--- config.mk ---
export PLATFORM = sky130hd
export DESIGN_NAME = cic_top
export DESIGN_NICKNAME = d
export VERILOG_FILES = /design/src/rtl/cic_pkg.sv /design/src/rtl/cic_top.sv
export SDC_FILE = /design/constraint.sdc
export NUM_CORES = 1
export LEC_CHECK = 0
export ABC_AREA = 1
export BUFFER_PORTS_ARGS = -buffer_cell sky130_fd_sc_hd__buf_2
export CAP_MARGIN = 30
export CORE_MARGIN = 2
export CORE_UTILIZATION = 58
export CTS_CLUSTER_DIAMETER = 80
export DETAILED_ROUTE_END_ITERATION = 8
export GPL_TIMING_DRIVEN = 0
export PLACE_DENSITY = 0.87
export SETUP_SLACK_MARGIN = 0.02
export SKIP_LAST_GASP = 1
export SLEW_MARGIN = 20
export SYNTH_ARGS = -nofsm -noshare
export SYNTH_HDL_FRONTEND = slang
export SYNTH_SLANG_ARGS = --single-unit
export TNS_END_PERCENT = 5
--- constraint.sdc ---
create_clock -name pclk -period 7.05 [get_ports pclk]
set_input_delay 1.0575 -clock pclk [delete_from_list [all_inputs] [get_ports pclk]]
set_output_delay 1.0575 -clock pclk [all_outputs]
set_load 0.005 [all_outputs]
--- src/rtl/cic_pkg.sv ---
// Package with constants and carrier types for the cascaded interrupt controller.
package cic_pkg;

  // ************************************************************
  // Port decode and command word layout.
  // ************************************************************
  localparam logic [7:0] CIC_PRI_BASE = 8'h20;
  localparam logic [7:0] CIC_SEC_BASE = 8'ha0;
  localparam int CIC_BIT_INIT = 4;
  localparam int CIC_BIT_OW3 = 3;
  localparam int CIC_BIT_AUTO_END = 1;
  localparam int CIC_BIT_ROTATE = 7;
  localparam int CIC_BIT_SPECIFIC = 6;
  localparam int CIC_BIT_EOI = 5;
  localparam int CIC_BIT_RR = 1;
  localparam int CIC_BIT_RIS = 0;
  localparam int CIC_BIT_POLL = 2;
  localparam logic [2:0] CIC_CASCADE_CH = 3'h2;
  localparam logic [2:0] CIC_SPURIOUS_CH = 3'h7;
  localparam logic [2:0] CIC_RESET_ID = 3'h7;
  localparam logic [7:0] CIC_RESET_MASK = 8'hff;
  localparam logic [1:0] CIC_RESET_STEP = 2'h0;

  // ************************************************************
  // Types.
  // ************************************************************
  typedef enum logic [1:0] {
    CIC_ACK_IDLE = 2'b00,
    CIC_ACK_FIRST = 2'b01,
    CIC_ACK_SECOND = 2'b11
  } cic_ack_state_t;

  typedef struct packed {
    logic [7:0] req;
    logic [7:0] in_service_reg;
    logic [7:0] mask;
  } cic_regs_t;

endpackage : cic_pkg

--- src/rtl/cic_top.sv ---
// Two cascaded interrupt controllers behind an APB slave with an acknowledge port.
`timescale 1ns/1ps

// What this block does
// - Secondary unit's request output feeds primary input two.
// - Primary decodes ports 20h-21h as master, secondary A0h-A1h as slave.
// - Primary input zero is timer zero, secondary input zero is the clock alarm.
// - Other primary inputs and secondary inputs come from request pins.
// - Each unit latches requests, held until service begins.
// - Each unit keeps in-service bits, several may be set.
// - Each unit has a mask register disabling any channels.
// - Resolver combines request, service and mask and raises the cpu output.
// - Priority rotation can change at any time without reinitialisation.
// - First acknowledge sets service bit, clears request, issues cascade code.
// - Slave compares cascade code with its identifier and supplies the vector.
// - Second acknowledge drives an eight-bit vector onto the data bus.
// - Vector top five bits from init word two, low three the channel.
// - Auto end mode clears the service bit after the second acknowledge, except the primary's input two bit on a cascaded acknowledge.
// - No request at first acknowledge gives the level seven vector.
// - After initialisation priority is fixed, input zero highest.
// - Even write with bit four starts init, next three odd writes load words.
// - Even write with bit four clear loads word two or three by bit three.
// - End command clears named bit or highest priority service bit.
module cic_top import cic_pkg::*; (
  // Clock and reset.
  input wire logic pclk,
  input wire logic presetn,
  // APB slave.
  input wire logic psel,
  input wire logic penable,
  input wire logic pwrite,
  input wire logic [11:0] paddr,
  input wire logic [31:0] pwdata,
  output logic [31:0] prdata,
  output logic pready,
  output logic pslverr,
  // Request sources.
  input wire logic timer0_output,
  input wire logic rtc_irq,
  input wire logic [15:0] irq_pins,
  // Processor side.
  input wire logic irq_acknowledge_cycle,
  output logic cpu_irq_output,
  output logic [7:0] peripheral_data_bus,
  output logic peripheral_data_oe_n
);

  // ************************************************************
  // Pin synchronisers.
  // ************************************************************
  logic [16:0] s1_q, s2_q, s3_q;
  logic [16:0] raw;
  logic [16:0] pin_lvl_q;
  assign raw = {irq_acknowledge_cycle, rtc_irq, irq_pins[15:9], irq_pins[7:3], irq_pins[1],
                timer0_output, 1'b0};
  always_ff @(posedge pclk or negedge presetn) begin
    if (!presetn) begin
      s1_q <= '0;
      s2_q <= '0;
      s3_q <= '0;
      pin_lvl_q <= '0;
    end else begin
      s1_q <= raw;
      s2_q <= s1_q;
      s3_q <= s2_q;
      for (int i = 0; i < 17; i++) begin
        if (s2_q[i] == s3_q[i]) begin
          pin_lvl_q[i] <= s3_q[i];
        end
      end
    end
  end
  logic ack_lvl;
  logic [6:0] pri_ext;
  assign ack_lvl = pin_lvl_q[16];
  assign pri_ext = pin_lvl_q[7:1];

  // ************************************************************
  // Helper functions.
  // ************************************************************
  function automatic logic [8:0] cic_pick(input logic [7:0] v, input logic [2:0] low);
    logic [8:0] r;
    logic [2:0] c;
    r = '0;
    for (int k = 7; k >= 0; k--) begin
      c = 3'(low + 3'(1) + 3'(k));
      if (v[c]) begin
        r = {1'b1, c, 5'h0};
      end
    end
    return r;
  endfunction : cic_pick

  // ************************************************************
  // Two controller units.
  // ************************************************************
  cic_regs_t u_q [2];
  logic [7:0] in_q [2];
  logic [7:0] prev_q [2];
  logic [4:0] vec_q [2];
  logic [2:0] id_q [2];
  logic [2:0] low_q [2];
  logic auto_service_end_mode_q [2];
  logic rot_auto_q [2];
  logic [1:0] step_q [2];
  logic ris_q [2];
  logic poll_q [2];
  logic [7:0] ins [2];
  logic [8:0] wreq [2];
  logic [8:0] wisr [2];
  logic unit_irq [2];

  assign ins[0] = {pri_ext[6:2], unit_irq[1], pri_ext[1], pin_lvl_q[1]};
  assign ins[1] = {pin_lvl_q[14:8], pin_lvl_q[15]};

  for (genvar g = 0; g < 2; g++) begin : g_res
    assign wreq[g] = cic_pick(u_q[g].req & ~u_q[g].mask, low_q[g]);
    assign wisr[g] = cic_pick(u_q[g].in_service_reg, low_q[g]);
    assign unit_irq[g] = wreq[g][8] && (!wisr[g][8] ||
      (3'(wreq[g][7:5] - low_q[g] - 3'(1)) < 3'(wisr[g][7:5] - low_q[g] - 3'(1))));
  end

  // ************************************************************
  // Acknowledge sequencing.
  // ************************************************************
  cic_ack_state_t ack_q;
  logic ack_prev_q;
  logic ack_rise, ack_fall;
  logic [2:0] chan_q;
  logic spur_q, casc_q;
  logic [2:0] wreq0_ch_q;
  assign ack_rise = ack_lvl && !ack_prev_q;
  assign ack_fall = !ack_lvl && ack_prev_q;
  always_ff @(posedge pclk or negedge presetn) begin
    if (!presetn) begin
      ack_q <= CIC_ACK_IDLE;
      ack_prev_q <= 1'b0;
      chan_q <= '0;
      spur_q <= 1'b0;
      casc_q <= 1'b0;
    end else begin
      ack_prev_q <= ack_lvl;
      case (ack_q)
        CIC_ACK_IDLE: begin
          if (ack_rise) begin
            ack_q <= CIC_ACK_FIRST;
            spur_q <= !unit_irq[0];
            casc_q <= unit_irq[0] && wreq[0][7:5] == CIC_CASCADE_CH;
            chan_q <= (unit_irq[0] && wreq[0][7:5] == CIC_CASCADE_CH) ? wreq[1][7:5] :
                      wreq[0][7:5];
          end
        end
        CIC_ACK_FIRST: begin
          if (ack_rise) begin
            ack_q <= CIC_ACK_SECOND;
          end
        end
        default: begin
          if (ack_fall) begin
            ack_q <= CIC_ACK_IDLE;
          end
        end
      endcase
    end
  end
  logic first_take;
  logic second_end;
  assign first_take = ack_q == CIC_ACK_IDLE && ack_rise;
  assign second_end = ack_q == CIC_ACK_SECOND && ack_fall;

  // ************************************************************
  // Register writes and per-unit state.
  // ************************************************************
  logic wr, rd;
  logic [1:0] hit;
  logic odd;
  logic [7:0] wd;
  assign wr = psel && penable && pwrite;
  assign rd = psel && !pwrite;
  assign odd = paddr[2];
  assign wd = pwdata[7:0];
  always_comb begin
    if (paddr[11:3] == {1'b0, CIC_PRI_BASE}) begin
      hit = 2'b01;
    end else if (paddr[11:3] == {1'b0, CIC_SEC_BASE}) begin
      hit = 2'b10;
    end else begin
      hit = 2'b00;
    end
  end

  for (genvar g = 0; g < 2; g++) begin : g_unit
    logic acked;
    logic [2:0] eoi_ch;
    logic ew, ow;
    assign ew = wr && hit[g] && !odd;
    assign ow = wr && hit[g] && odd;
    // a cascaded slave acts only when the master code equals its identifier.
    assign acked = first_take && !spur_q_next() && (g == 0 ? 1'b1 :
                   (casc_next() && id_q[1] == CIC_CASCADE_CH));
    assign eoi_ch = (wd[CIC_BIT_SPECIFIC]) ? wd[2:0] : wisr[g][7:5];
    always_ff @(posedge pclk or negedge presetn) begin
      if (!presetn) begin
        u_q[g] <= '{req: 8'h0, in_service_reg: 8'h0, mask: CIC_RESET_MASK};
        prev_q[g] <= '0;
      end else begin
        prev_q[g] <= ins[g];
        // set wins over clear by the acknowledge.
        u_q[g].req <= (u_q[g].req & ~((acked ? 8'h1 : 8'h0) << cur_ch(g))) |
                      (ins[g] & ~prev_q[g]);
        if (acked) begin
          u_q[g].in_service_reg[cur_ch(g)] <= 1'b1;
        end else if (second_end && auto_service_end_mode_q[g] && (g == 0 ? !casc_q : casc_q) && !spur_q) begin
          u_q[g].in_service_reg[g == 0 ? wreq0_ch_q : chan_q] <= 1'b0;
        end else if (ew && !wd[CIC_BIT_INIT] && !wd[CIC_BIT_OW3] && wd[CIC_BIT_EOI]) begin
          u_q[g].in_service_reg[eoi_ch] <= 1'b0;
        end
        if (ew && wd[CIC_BIT_INIT]) begin
          u_q[g].mask <= 8'h0;
        end else if (ow && step_q[g] == CIC_RESET_STEP) begin
          u_q[g].mask <= wd;
        end
      end
    end
    always_ff @(posedge pclk or negedge presetn) begin
      if (!presetn) begin
        step_q[g] <= CIC_RESET_STEP;
        vec_q[g] <= '0;
        id_q[g] <= CIC_RESET_ID;
        auto_service_end_mode_q[g] <= 1'b0;
        low_q[g] <= 3'h7;
        rot_auto_q[g] <= 1'b0;
        ris_q[g] <= 1'b0;
        poll_q[g] <= 1'b0;
      end else begin
        if (ew && wd[CIC_BIT_INIT]) begin
          step_q[g] <= 2'h1;
          low_q[g] <= 3'h7;
          id_q[g] <= CIC_RESET_ID;
          ris_q[g] <= 1'b0;
          rot_auto_q[g] <= 1'b0;
        end else if (ow && step_q[g] != CIC_RESET_STEP) begin
          step_q[g] <= 2'(step_q[g] + 2'h1);
          if (step_q[g] == 2'h1) begin
            vec_q[g] <= wd[7:3];
          end else if (step_q[g] == 2'h2) begin
            id_q[g] <= wd[2:0];
          end else begin
            auto_service_end_mode_q[g] <= wd[CIC_BIT_AUTO_END];
          end
        end else if (ew) begin
          step_q[g] <= CIC_RESET_STEP;
          if (wd[CIC_BIT_OW3]) begin
            if (wd[CIC_BIT_RR]) begin
              ris_q[g] <= wd[CIC_BIT_RIS];
            end
            poll_q[g] <= wd[CIC_BIT_POLL];
          end else if (wd[CIC_BIT_ROTATE]) begin
            rot_auto_q[g] <= !wd[CIC_BIT_SPECIFIC] && !wd[CIC_BIT_EOI];
            if (wd[CIC_BIT_SPECIFIC] || wd[CIC_BIT_EOI]) begin
              low_q[g] <= eoi_ch;
            end
          end else if (!wd[CIC_BIT_SPECIFIC] && !wd[CIC_BIT_EOI]) begin
            rot_auto_q[g] <= 1'b0;
          end
        end else if (rd && penable && hit[g] && !odd) begin
          poll_q[g] <= 1'b0;
        end else if (second_end && auto_service_end_mode_q[g] && rot_auto_q[g] && !spur_q &&
                     (g == 0 ? !casc_q : casc_q)) begin
          low_q[g] <= (g == 0) ? wreq0_ch_q : chan_q;
        end
      end
    end
  end

  // Channel taken at the first acknowledge, before the state register updates.
  function automatic logic [2:0] cur_ch(input int u);
    return wreq[u][7:5];
  endfunction : cur_ch
  function automatic logic spur_q_next();
    return !unit_irq[0];
  endfunction : spur_q_next
  function automatic logic casc_next();
    return wreq[0][7:5] == CIC_CASCADE_CH;
  endfunction : casc_next
  always_ff @(posedge pclk or negedge presetn) begin
    if (!presetn) begin
      wreq0_ch_q <= '0;
    end else if (first_take) begin
      wreq0_ch_q <= wreq[0][7:5];
    end
  end

  // ************************************************************
  // Processor outputs.
  // ************************************************************
  always_ff @(posedge pclk or negedge presetn) begin
    if (!presetn) begin
      cpu_irq_output <= 1'b0;
      peripheral_data_bus <= '0;
      peripheral_data_oe_n <= 1'b1;
    end else begin
      cpu_irq_output <= unit_irq[0];
      peripheral_data_oe_n <= 1'b1;
      if (ack_q == CIC_ACK_SECOND) begin
        peripheral_data_oe_n <= 1'b0;
        if (spur_q) begin
          peripheral_data_bus <= {vec_q[0], CIC_SPURIOUS_CH};
        end else if (casc_q) begin
          peripheral_data_bus <= {vec_q[1], chan_q};
        end else begin
          peripheral_data_bus <= {vec_q[0], wreq0_ch_q};
        end
      end
    end
  end

  // ************************************************************
  // APB read path.
  // ************************************************************
  logic rs;
  assign rs = hit[1];
  always_ff @(posedge pclk or negedge presetn) begin
    if (!presetn) begin
      prdata <= '0;
    end else if (psel && !penable && !pwrite) begin
      if (hit == 2'b00) begin
        prdata <= '0;
      end else if (odd) begin
        prdata <= {24'h0, u_q[rs].mask};
      end else if (poll_q[rs]) begin
        prdata <= {24'h0, unit_irq[rs], 4'h0, wreq[rs][7:5]};
      end else if (ris_q[rs]) begin
        prdata <= {24'h0, u_q[rs].in_service_reg};
      end else begin
        prdata <= {24'h0, u_q[rs].req};
      end
    end
  end
  assign pready = 1'b1;
  assign pslverr = psel && penable && hit == 2'b00;

  // ************************************************************
  // Checks.
  // ************************************************************
  chk_vector_low_bits: assert property (@(posedge pclk) disable iff (!presetn)
    (ack_q == CIC_ACK_SECOND && spur_q) |=> peripheral_data_bus[2:0] == CIC_SPURIOUS_CH)
    else $error("Spurious vector not level seven.");
  chk_irq_follows: assert property (@(posedge pclk) disable iff (!presetn)
    unit_irq[0] |=> cpu_irq_output)
    else $error("Interrupt output did not follow resolver.");
  chk_bus_released: assert property (@(posedge pclk) disable iff (!presetn)
    (ack_q == CIC_ACK_IDLE) |=> peripheral_data_oe_n)
    else $error("Data bus driven outside acknowledge.");
  chk_init_mask_clear: assert property (@(posedge pclk) disable iff (!presetn)
    (wr && hit[0] && !odd && wd[CIC_BIT_INIT]) |=> u_q[0].mask == 8'h0)
    else $error("Init did not clear mask.");
  chk_init_fixed: assert property (@(posedge pclk) disable iff (!presetn)
    (wr && hit[0] && !odd && wd[CIC_BIT_INIT]) |=> low_q[0] == 3'h7)
    else $error("Init did not restore fixed priority.");
  chk_ack_sets_isr: assert property (@(posedge pclk) disable iff (!presetn)
    (first_take && unit_irq[0]) |=> u_q[0].in_service_reg[$past(wreq[0][7:5])])
    else $error("First acknowledge did not set service bit.");
  chk_vector_base: assert property (@(posedge pclk) disable iff (!presetn)
    (ack_q == CIC_ACK_SECOND && !casc_q) |=> peripheral_data_bus[7:3] == vec_q[0])
    else $error("Vector base wrong.");
  chk_cascade_wire: assert property (@(posedge pclk) disable iff (!presetn)
    ins[0][2] == unit_irq[1])
    else $error("Cascade input not wired.");

endmodule : cic_top

==> summary.txt, run 1 <==
Status
  • Status: finished, final reports clean

GRT
  • Vias in the first global route: between 10k and 15k
  • GR Overflow Total: 0
  • Pin count of the biggest net entering global routing: 102
  • Initial antenna violation count: 1
  • All-Layer GR Usage: 0.328
  • Global-route wire length before repair: 51,900 um

Hold path
  • Hold EP: s2_q[2]
  • HP Start: s1_q[2]
  • Hold Path Depth: 0
  • Hold Path Class: register to register

Place
  • HPWL Detailed: 24,100 um
  • Placed Area: about 0.012 sq mm
  • RD Place Congestion: 0.967
  • Port buffer count: 57
  • Pre-CTS setup slack: 1.43 ns

Worst setup path
  • Worst Path Max Fanout: 12
  • Worst R2R Start: low_q[3]
  • R2R depth: 34
  • Setup CP Type: register to register
  • WP data required: 7.37 ns
  • Reg-to-reg slack, setup: 1.21 ns
  • Slowest cell delay on critical path: about 0.59 ns
  • Reg-to-reg endpoint: u_q[23]
  • Worst EP arrival: 6.16 ns
  • CP Launch Type: register
  • CP endpoint kind: register
  • Critical path's slowest cell: dfstp_2
  • Cell mode on critical path: nand2_1

Die
  • Core ar.: between 0.015 and 0.02 sq mm
  • DIE AREA: 0.0204 sq mm
  • Die X: 143 um
  • Starting Density: 0.594
  • I/O pin cnt: 112
  • Die Ht: 143 um
  • # rows: 50

Logic synthesis
  • Synth Warn #: 0
  • Synth Cell Area: 0.0112 sq mm
  • EDFF count, synth: 0
  • Number of distinct library cells after synthesis: 57
  • Sequential-to-total area share from yosys stat: 0.423
  • Commonest register cell after synthesis: dfrtp_1
  • Syn Inst Count: 1,511
  • Async S/R FF share, synth: 1.00
  • Syn_area_per_cell: 7.41 sq um
  • Seq cells post-synth: 188

Clock tree
  • Setup Buffers After CTS: 0
  • Clock sink count: approximately 190
  • Root Driver: clkbuf_16
  • Clock Pin Slew Worst Setup and Hold Paths: 0.08 ns
  • CTS max path bufs: 2
  • Gates resized, CTS repair: 0
  • CTS Hold Bufs: 0
  • H-tree depth: 4
  • CTS tree: yes
  • Clk_lat worst skew: ~0.44 ns
  • Number of CTS-inserted buffers: 17

STA
  • Unrepaired setup endpoints after global routing: no
  • Fin. max-slew vios: 0
  • Post-route clock period utilization: 0.828
  • Final Hold Fails: 0
  • Min Clock Period, post-route: 5.84 ns
  • Final setup violation count: 0
  • Worst Tran Pin Value: 0.885 ns
  • Clock Skews: between 0.01 and 0.015 ns
  • Final worst-path setup slack: 1.21 ns
  • Relative slew slack: 0.406
  • Setup_tns: 0 ns
  • FMAX: 0.171 GHz

Power and ir drop
  • LEAKAGE: approximately 6.8 nW
  • Power Density: ~230 mW/mm^2
  • Maximum VDD drop: a little over 0.2 mV
  • Power Total: between 2 and 3 mW

Layout
  • Layout cells sized above 1: 0.132
  • Nets@finish: approximately 1.7k
  • Layout Cell Area excl Fill: 0.0125 sq mm
  • Commonest non-fill, non-tap cell in the layout: nand2_1
  • Area Growth Syn to Fin: 12.1%
  • Most frequent cells in the layout: nand2_1, inv_1, dfrtp_1, nand3_1, o21ai_0

Route
  • Antenna Violating Nets Remaining: 0
  • DRT iter0 DRCs: 1,365
  • Routed WL: ~32,000 um
  • Routed WL per cell: between 15 and 20 um
  • Vias per cell: 5.64
  • Initial DRT Pass Iterations: 6
  • DRC violations left: 0
  • Total number of vias: roughly 11k

Job
  • Max-Cap Viols: 0
-- Yosys cell counts (3+ instances only) --
master	number	area, sq um
o211ai_1	13	97.6
o221ai_1	6	52.6
nor2_2	5	31.3
ha_1	17	213
nand3b_1	3	22.5
buf_4	27	203
nor2_1	90	338
inv_1	181	679
a31oi_1	3	18.8
a211oi_1	3	22.5
o22ai_1	15	93.8
a22oi_1	6	45.0
dfstp_2	26	683
nor2_4	3	33.8
nand2_4	3	33.8
dfrtp_1	162	4050
a21oi_1	53	265
nor3_1	9	45.0
nand3_1	131	656
nand3_2	12	120
inv_2	5	18.8
nand2_1	508	1910
o21ai_1	11	55.1
buf_2	7	35.0
nand2_2	17	106
maj3_1	16	160
fa_1	4	80.1
buf_6	6	67.6
nand4_1	19	119
o31ai_1	4	30.0
clkbuf_1	9	33.8
xor2_1	8	70.1
o21ai_0	98	490
-- worst max-delay path, delay by kind of cell, from the launching register on --
family / cells / cell delay (ns)
simple gates: 19 / 2.31
buf+inv: 6 / 0.75
flops: 1 / 0.59
compound gates: 3 / 0.47
xor+xnor: 2 / 0.32
fa+ha+maj: 4 / 1.24
-- worst max-delay path by stage --
stage | from | to | slack (ns) | cells after the start
floorplan | low_q[3] | u_q[23] | 2.30 | 34
detailed placement | low_q[3] | u_q[17] | 1.43 | 34
global placement | low_q[3] | u_q[18] | 1.44 | 34
CTS | low_q[3] | u_q[23] | 1.34 | 34
global route | low_q[0] | prdata[7] | 0.83 | 30
finish | low_q[3] | u_q[23] | 1.21 | 34
-- area by class of cell --
cell class	count	area, sq um
Sequential cell	188	4740
Timing Repair Buffer	58	323
Antenna cell	1	2.50
Inverter	188	711
Buffer	54	389
Clock inverter	14	193
Fill cell	1563	6280
Tap cell	260	325
Multi-Input combinational cell	1104	5440
Clock buffer	17	425
-- flip-flops by register name, summed over array words and instances (netlist names), 4 cells and up --
signal,flops
prev_q,16
low_q,6
pin_lvl_q,16
s2_q,16
u_q,48
prdata,8
s1_q,16
vec_q,10
peripheral_data_bus,8
s3_q,16
step_q,4
-- per-layer routing --
| metal | global-route usage | vias to the layer above | wire length [um] |
|---|---|---|---|
| met5 | 0 | - | 0 |
| met4 | 0.124 | 0 | 1100 |
| met3 | 0.0537 | 96 | 3010 |
| met2 | 0.518 | 563 | 14400 |
| met1 | 0.458 | 4933 | 13700 |
| li1 | - | 5041 | - |
-- where the power goes --
part	switching [mW]	internal [mW]
combinational	0.419	0.208
sequential	0.0972	1.17
clock	0.472	0.546
-- metrics by stage --
stage	utilization	cells	hold WS, ns
after floorplan	-	1534	0.331
after global placement	0.631	1851	0.332
after detailed placement	0.633	1852	0.337
after CTS	0.666	1883	0.354
after global routing	0.666	1884	0.357
final	0.666	1884	0.352
-- cell families after synthesis --
group	after synthesis	share of synthesized area
AOI/OAI and AO/OA	225	0.117
xor gates and xnor gates	8	0.00626
adders and majority gates	37	0.0405
buffers and inverters	242	0.0983
DFF	188	0.423
muxes	3	0.00280
other	2	0.000671
and+or+nand+nor	806	0.312
Note: power is estimated with default switching activity, not from simulation.
==> run 2: changes to the inputs <==
--- a/config.mk
+++ b/config.mk
@@ -9,11 +9,11 @@
 export BUFFER_PORTS_ARGS = -buffer_cell sky130_fd_sc_hd__buf_2
 export CAP_MARGIN = 30
 export CORE_MARGIN = 2
-export CORE_UTILIZATION = 58
+export CORE_UTILIZATION = 54
 export CTS_CLUSTER_DIAMETER = 80
 export DETAILED_ROUTE_END_ITERATION = 8
 export GPL_TIMING_DRIVEN = 0
-export PLACE_DENSITY = 0.87
+export PLACE_DENSITY = 0.85
 export SETUP_SLACK_MARGIN = 0.02
 export SKIP_LAST_GASP = 1
 export SLEW_MARGIN = 20
==> constraint.sdc (replaced) <==
create_clock -name pclk -period 4.8 [get_ports pclk]
set_input_delay 0.72 -clock pclk [delete_from_list [all_inputs] [get_ports pclk]]
set_output_delay 0.72 -clock pclk [all_outputs]
set_load 0.005 [all_outputs]
==> run 2 against run 1 <==
Against the previous run:
- cell area up 6.2%
- first-iteration DRC count down 11%
- clock skew up 0.0023 ns
- global-route usage down 2.3 points
- wire length up 2.4%
- critical path type unchanged
==> summary.txt, run 2 (synthesis results as in run 1) <==
Status
  • Status: finished, final reports clean (unchanged)

Clock tree
  • CTS tree: yes (unchanged)
  • CTS max path bufs: 2 (unchanged)
  • H-tree depth: 4 (unchanged)
  • Clk_lat worst skew: 0.44 ns (about the same)
  • Root Driver: clkbuf_16 (unchanged)
  • Number of CTS-inserted buffers: 17 (unchanged)
  • Clock Pin Slew Worst Setup and Hold Paths: 0.07 ns (was 0.08 ns)
  • Clock sink count: 188 (unchanged)

GRT
  • Pin count of the biggest net entering global routing: 101 (was 102)
  • Global-route wire length before repair: 52,300 um (was 51,900 um)
  • All-Layer GR Usage: 0.305 (was 0.328)
  • GR Overflow Total: 0 (unchanged)
  • Vias in the first global route: 10.2k (about the same)
  • Initial antenna violation count: 0 (was 1)

STA
  • Worst Tran Pin Value: 0.843 ns (was 0.885 ns)
  • Hold slack: 0.311 ns (was 0.352 ns)
  • Final setup violation count: 0 (unchanged)
  • FMAX: 0.210 GHz (was 0.171 GHz)
  • Unrepaired setup endpoints after global routing: yes (was no)
  • Min Clock Period, post-route: 4.76 ns (was 5.84 ns)
  • Post-route clock period utilization: 0.992 (was 0.828)
  • Clock Skews: 0.0127 ns (was 0.0103 ns)
  • Relative slew slack: 0.434 (was 0.406)
  • Final Hold Fails: 0 (unchanged)
  • Fin. max-slew vios: 0 (unchanged)

Layout
  • Non-Filler Instances: 1,925 (was 1,884)
  • Largest register FFs: 48 (unchanged)
  • Most frequent cells in the layout: nand2_1, inv_1, dfrtp_1, nand3_1, o21ai_0 (unchanged)
  • Layout cells sized above 1: 0.189 (was 0.132)
  • Top reg by flops: u_q (unchanged)
  • Nets@finish: 1,731 (was 1,700)
  • Area Growth Syn to Fin: 19.0% (was 12.1%)
  • Fill cells: 1,749 (was 1,563)
  • N_diodes: 0 (was 1)
  • Layout Cell Area excl Fill: 0.0133 sq mm (was 0.0125 sq mm)
  • Area taken by multi-input logic gates: 0.00593 sq mm (was 0.00544 sq mm)
  • Reg area: 0.00474 sq mm (unchanged)
  • Commonest non-fill, non-tap cell in the layout: nand2_1 (unchanged)

Worst setup path
  • WP data required: 5.13 ns (was 7.37 ns)
  • Worst Path Max Fanout: 7 (was 12)
  • Cell mode on critical path: nand2_4 (was nand2_1)
  • Critical path's slowest cell: dfstp_2 (unchanged)
  • CP endpoint kind: register (unchanged)
  • Setup CP Type: register to register (unchanged)
  • Worst EP arrival: 5.09 ns (was 6.16 ns)
  • CP Launch Type: register (unchanged)
  • Slowest cell delay on critical path: 0.57 ns (was 0.59 ns)
  • R2R depth: 32 (was 34)

Die
  • I/O pin cnt: 112 (unchanged)
  • Die X: 148 um (was 143 um)
  • Starting Density: 0.551 (was 0.594)
  • DIE AREA: 0.0219 sq mm (was 0.0204 sq mm)
  • Die Ht: 148 um (was 143 um)
  • # rows: 52 (was 50)
  • Core ar.: 0.0203 sq mm (was 0.0188 sq mm)

Route
  • Antenna Violating Nets Remaining: 0 (unchanged)
  • DRC violations left: 0 (unchanged)
  • DRT iter0 DRCs: 1,209 (was 1,365)
  • Routed WL: 33,000 um (was 32,300 um)
  • Initial DRT Pass Iterations: 5 (was 6)
  • Total number of vias: 10.8k (was 10.6k)
  • Vias per cell: 5.62 (was 5.64)
  • Routed WL per cell: 17.2 um (was 17.1 um)

Power and ir drop
  • Power Total: 4.35 mW (was 2.91 mW)
  • Maximum VDD drop: 0.278 mV (was 0.202 mV)
  • Power Density: 327 mW/mm^2 (was 232 mW/mm^2)
  • LEAKAGE: 7.02 nW (was 6.76 nW)

Place
  • HPWL Detailed: 24,000 um (was 24,100 um)
  • Port buffer count: 57 (unchanged)
  • RD Place Congestion: 1.02 (was 0.967)
  • Placed Area: 0.0119 sq mm (about the same)
  • Placed cells: 1,862 (was 1,852)

Hold path
  • Hold Path Class: primary input to asynchronous set/reset pin (was register to register)

Job
  • Max-Cap Viols: 0 (unchanged)
==> run 2: critical path, delay by kind of cell (launching register included) <==
family          cells  cell delay [ns]
compound gates      2             0.32
fa+ha+maj           4             1.20
flops               1             0.57
simple gates       19             1.78
buf+inv             5             0.45
xor+xnor            2             0.30
==> run 2: per-layer routing <==
layer	up-vias	GRT usage	share of wire
li1	5121	-	-
met4	0	0.120	0.035
met2	552	0.472	0.45
met5	-	0	0
met1	5036	0.431	0.43
met3	106	0.0543	0.087
==> run 2: worst paths after layout <==
path / from / endpoint / slack, ns
worst max-delay path: low_q[3] / u_q[17] / 0.04
worst min-delay path: presetn / s1_q[14] / 0.31
worst max register to register: low_q[3] / u_q[17] / 0.04
worst min register to register: s1_q[2] / s2_q[2] / 0.34
max in group asynchronous: presetn / low_q[5] / 3.59
min in group pclk: s1_q[2] / s2_q[2] / 0.34
==> run 2: cell type report <==
cell class,instances,area share
Clock buffer,20,0.0343
Buffer,52,0.0310
Sequential cell,188,0.356
Timing Repair Buffer,90,0.0431
Inverter,188,0.0541
Clock inverter,12,0.0111
Tap cell,270,0.0254
Multi-Input combinational cell,1105,0.445
==> run 2: through the flow <==
step	setup WS [ns]	util	TNS (ns)
3_3_place_gp	-0.792	0.586	-20.15
3_5_place_dp	-0.915	0.588	-25.13
2_1_floorplan	0.0537	-	0
5_1_grt	-0.159	0.656	-2.29
6_report	0.0396	0.656	0
4_1_cts	-0.142	0.639	-1.82
==> run 2: power breakdown <==
group          switching, mW  internal (mW)  total (mW)  leakage (nW)
clock                  0.679          0.770        1.45         0.293
sequential             0.135           1.72        1.85          2.17
combinational          0.685          0.360        1.05          4.56
total                   1.50           2.85        4.35          7.02
==> run 2: what timing repair did <==
action	CTS	global route
gates cloned	1	0
hold endpoints to repair	0	0
pin swaps	26	38
buffers inserted	25	7
gates resized for setup	52	87
endpoints found under the setup margin	40	39
hold buffers	0	0
==> run 3: changes to the inputs <==
--- a/config.mk
+++ b/config.mk
@@ -6,14 +6,14 @@
 export NUM_CORES = 1
 export LEC_CHECK = 0
 export ABC_AREA = 1
-export BUFFER_PORTS_ARGS = -buffer_cell sky130_fd_sc_hd__buf_2
 export CAP_MARGIN = 30
 export CORE_MARGIN = 2
-export CORE_UTILIZATION = 54
+export CORE_UTILIZATION = 58
 export CTS_CLUSTER_DIAMETER = 80
 export DETAILED_ROUTE_END_ITERATION = 8
+export DONT_BUFFER_PORTS = 1
 export GPL_TIMING_DRIVEN = 0
-export PLACE_DENSITY = 0.85
+export PLACE_DENSITY = 0.84
 export SETUP_SLACK_MARGIN = 0.02
 export SKIP_LAST_GASP = 1
 export SLEW_MARGIN = 20
==> run 3 against run 2 <==
Against the previous run:
- utilization rose by 3.8 points
- highest routed layer unchanged
- die area is 6.7% lower
- count of clock-buffer cells in the layout is 3 lower
- worst hold slack lost 0.18 ns
- sequential power hardly changed
- global-route usage is 3.0 points higher
- non-clock buffer count is 53 lower
- final cell count shrank 3.3%
- maximum frequency grew 0.32%
==> summary.txt, run 3 (synthesis results as in run 1) <==
Worst setup path
  • Critical path's slowest cell: dfstp_2 (unchanged)
  • Worst Path Max Fanout: 6 (was 7)
  • Slowest cell delay on critical path: 0.57 ns (about the same)
  • Setup CP Type: register to register (unchanged)
  • CP endpoint kind: register (unchanged)
  • WP data required: 5.13 ns (about the same)
  • Worst EP arrival: 5.08 ns (was 5.09 ns)
  • Cell mode on critical path: nand2_4 (unchanged)
  • CP Launch Type: register (unchanged)

Clock tree
  • H-tree depth: 4 (unchanged)
  • Clock Pin Slew Worst Setup and Hold Paths: 0.08 ns (was 0.07 ns)
  • Root Driver: clkbuf_16 (unchanged)
  • CTS tree: yes (unchanged)
  • Clk_lat worst skew: 0.44 ns (about the same)
  • Number of CTS-inserted buffers: 17 (unchanged)
  • CTS max path bufs: 2 (unchanged)
  • Clock sink count: 188 (unchanged)

Power and ir drop
  • LEAKAGE: 6.81 nW (was 7.02 nW)
  • Power Total: 4.45 mW (was 4.35 mW)
  • Sw Ratio: 0.356 (was 0.345)
  • Sw Pwr: 1.58 mW (was 1.50 mW)
  • Pint: 2.86 mW (was 2.85 mW)
  • Power Density: 340 mW/mm^2 (was 327 mW/mm^2)
  • Clock power frac: 0.345 (was 0.333)
  • Share of power burned in registers: 0.420 (was 0.426)
  • Gate power share: 0.235 (was 0.240)
  • Maximum VDD drop: 0.299 mV (was 0.278 mV)

Layout
  • Reg area: 0.00474 sq mm (unchanged)
  • N_diodes: 0 (unchanged)
  • Layout cells sized above 1: 0.167 (was 0.189)
  • Most frequent cells in the layout: nand2_1, inv_1, dfrtp_1, nand3_1, o21ai_0 (unchanged)
  • Nets@finish: 1,678 (was 1,731)
  • Area taken by multi-input logic gates: 0.00591 sq mm (was 0.00593 sq mm)
  • Fill cells: 1,495 (was 1,749)
  • Area Growth Syn to Fin: 16.8% (was 19.0%)
  • Non-Filler Instances: 1,862 (was 1,925)
  • Top reg by flops: u_q (unchanged)
  • Commonest non-fill, non-tap cell in the layout: nand2_1 (unchanged)
  • Largest register FFs: 48 (unchanged)

Die
  • DIE AREA: 0.0204 sq mm (was 0.0219 sq mm)
  • Starting Density: 0.594 (was 0.551)
  • Die Ht: 143 um (was 148 um)
  • Core ar.: 0.0188 sq mm (was 0.0203 sq mm)
  • Die X: 143 um (was 148 um)
  • # rows: 50 (was 52)
  • I/O pin cnt: 112 (unchanged)

GRT
  • Vias in the first global route: 10.2k (about the same)
  • Global-route wire length before repair: 52,600 um (was 52,300 um)
  • Pin count of the biggest net entering global routing: 163 (was 101)
  • GR Overflow Total: 0 (unchanged)
  • All-Layer GR Usage: 0.335 (was 0.305)
  • Initial antenna violation count: 0 (unchanged)

STA
  • Unrepaired setup endpoints after global routing: yes (unchanged)
  • Final Hold Fails: 0 (unchanged)
  • Relative slew slack: 0.401 (was 0.434)
  • FMAX: 0.211 GHz (was 0.210 GHz)
  • Fin. max-slew vios: 0 (unchanged)
  • Worst Tran Pin Value: 0.891 ns (was 0.843 ns)
  • Final setup violation count: 0 (unchanged)
  • Clock Skews: 0.0123 ns (was 0.0127 ns)
  • Final worst-path setup slack: 0.0548 ns (was 0.0396 ns)
  • Post-route clock period utilization: 0.989 (was 0.992)
  • Min Clock Period, post-route: 4.75 ns (was 4.76 ns)

Status
  • Status: finished, final reports clean (unchanged)

Route
  • Total number of vias: 10.8k (about the same)
  • Routed WL per cell: 18.1 um (was 17.2 um)
  • Vias per cell: 5.79 (was 5.62)
  • DRT iter0 DRCs: 1,231 (was 1,209)
  • Antenna Violating Nets Remaining: 0 (unchanged)
  • Routed WL: 33,700 um (was 33,000 um)
  • Initial DRT Pass Iterations: 6 (was 5)
  • DRC violations left: 0 (unchanged)

Place
  • Port buffer count: 0 (was 57)
  • RD Place Congestion: 1.00 (was 1.02)
  • HPWL Detailed: 23,900 um (was 24,000 um)
  • Placed cells: 1,794 (was 1,862)
  • Pre-CTS setup slack: -0.933 ns (was -0.915 ns)

Hold path
  • Hold Path Class: primary input to asynchronous set/reset pin (unchanged)

Job
  • Max-Cap Viols: 0 (unchanged)
[run 3: cell type report]
class / count / share of cell area
Sequential cell: 188 / 0.362
Timing Repair Buffer: 37 / 0.0236
Clock inverter: 15 / 0.0174
Multi-Input combinational cell: 1105 / 0.452
Tap cell: 260 / 0.0249
Inverter: 188 / 0.0551
Buffer: 52 / 0.0319
Clock buffer: 17 / 0.0325
[run 3: worst max-delay path, delay by kind of cell (launching register included)]
family,cells,cell delay [ns]
AOI/OAI and AO/OA,2,0.33
DFF,1,0.57
and+or+nand+nor,20,1.92
adders and majority gates,4,1.22
buffers and inverters,3,0.25
xor gates and xnor gates,2,0.33
[run 3: layer usage]
metal,up-vias,GRT usage,share of wire
met1,5036,0.456,0.40
li1,5022,-,-
met2,591,0.520,0.45
met4,0,0.135,0.038
met5,-,0,0
met3,127,0.0795,0.11
[run 3: path summary, 6_finish.rpt]
kind	slack (ns)	endpoint	startpoint	depth (start not counted)
setup / recovery	0.05	u_q[17]	low_q[3]	31
hold reg to reg	0.35	s2_q[13]	s1_q[13]	0
max in group asynchronous	3.91	cpu_irq_output	presetn	1
setup reg to reg	0.05	u_q[17]	low_q[3]	31
min in group pclk	0.30	s1_q[1]	timer0_output	0
hold / removal	0.13	peripheral_data_oe_n	presetn	0
[run 3: power by group through the flow]
stage               Combinational [mW]  Sequential (mW)  Clock [mW]
floorplan                        0.644             1.83           0
global placement                 0.802             1.88           0
detailed placement               0.823             1.88           0
CTS                              0.907             1.86        1.55
global route                      1.15             1.88        1.60
finish                            1.05             1.87        1.53
[run 3: repair_timing]
action	in CTS	in global routing
cloned	1	0
setup buffers	23	13
endpoints found under the hold margin	162	0
resized for setup	44	99
endpoints found under the setup margin	40	38
hold buffers	1	0
pin swaps	26	39
[run 3: stage by stage]
stage,setup TNS (ns),instance area [sq um],util,hold slack [ns]
after detailed placement,-25.03,11600,0.616,0.336
after global routing,-2.19,13100,0.694,0.109
after CTS,-1.67,12600,0.672,0.107
after global placement,-19.97,11600,0.616,0.332
after floorplan,0,11300,-,0.331
final,0,13100,0.694,0.128
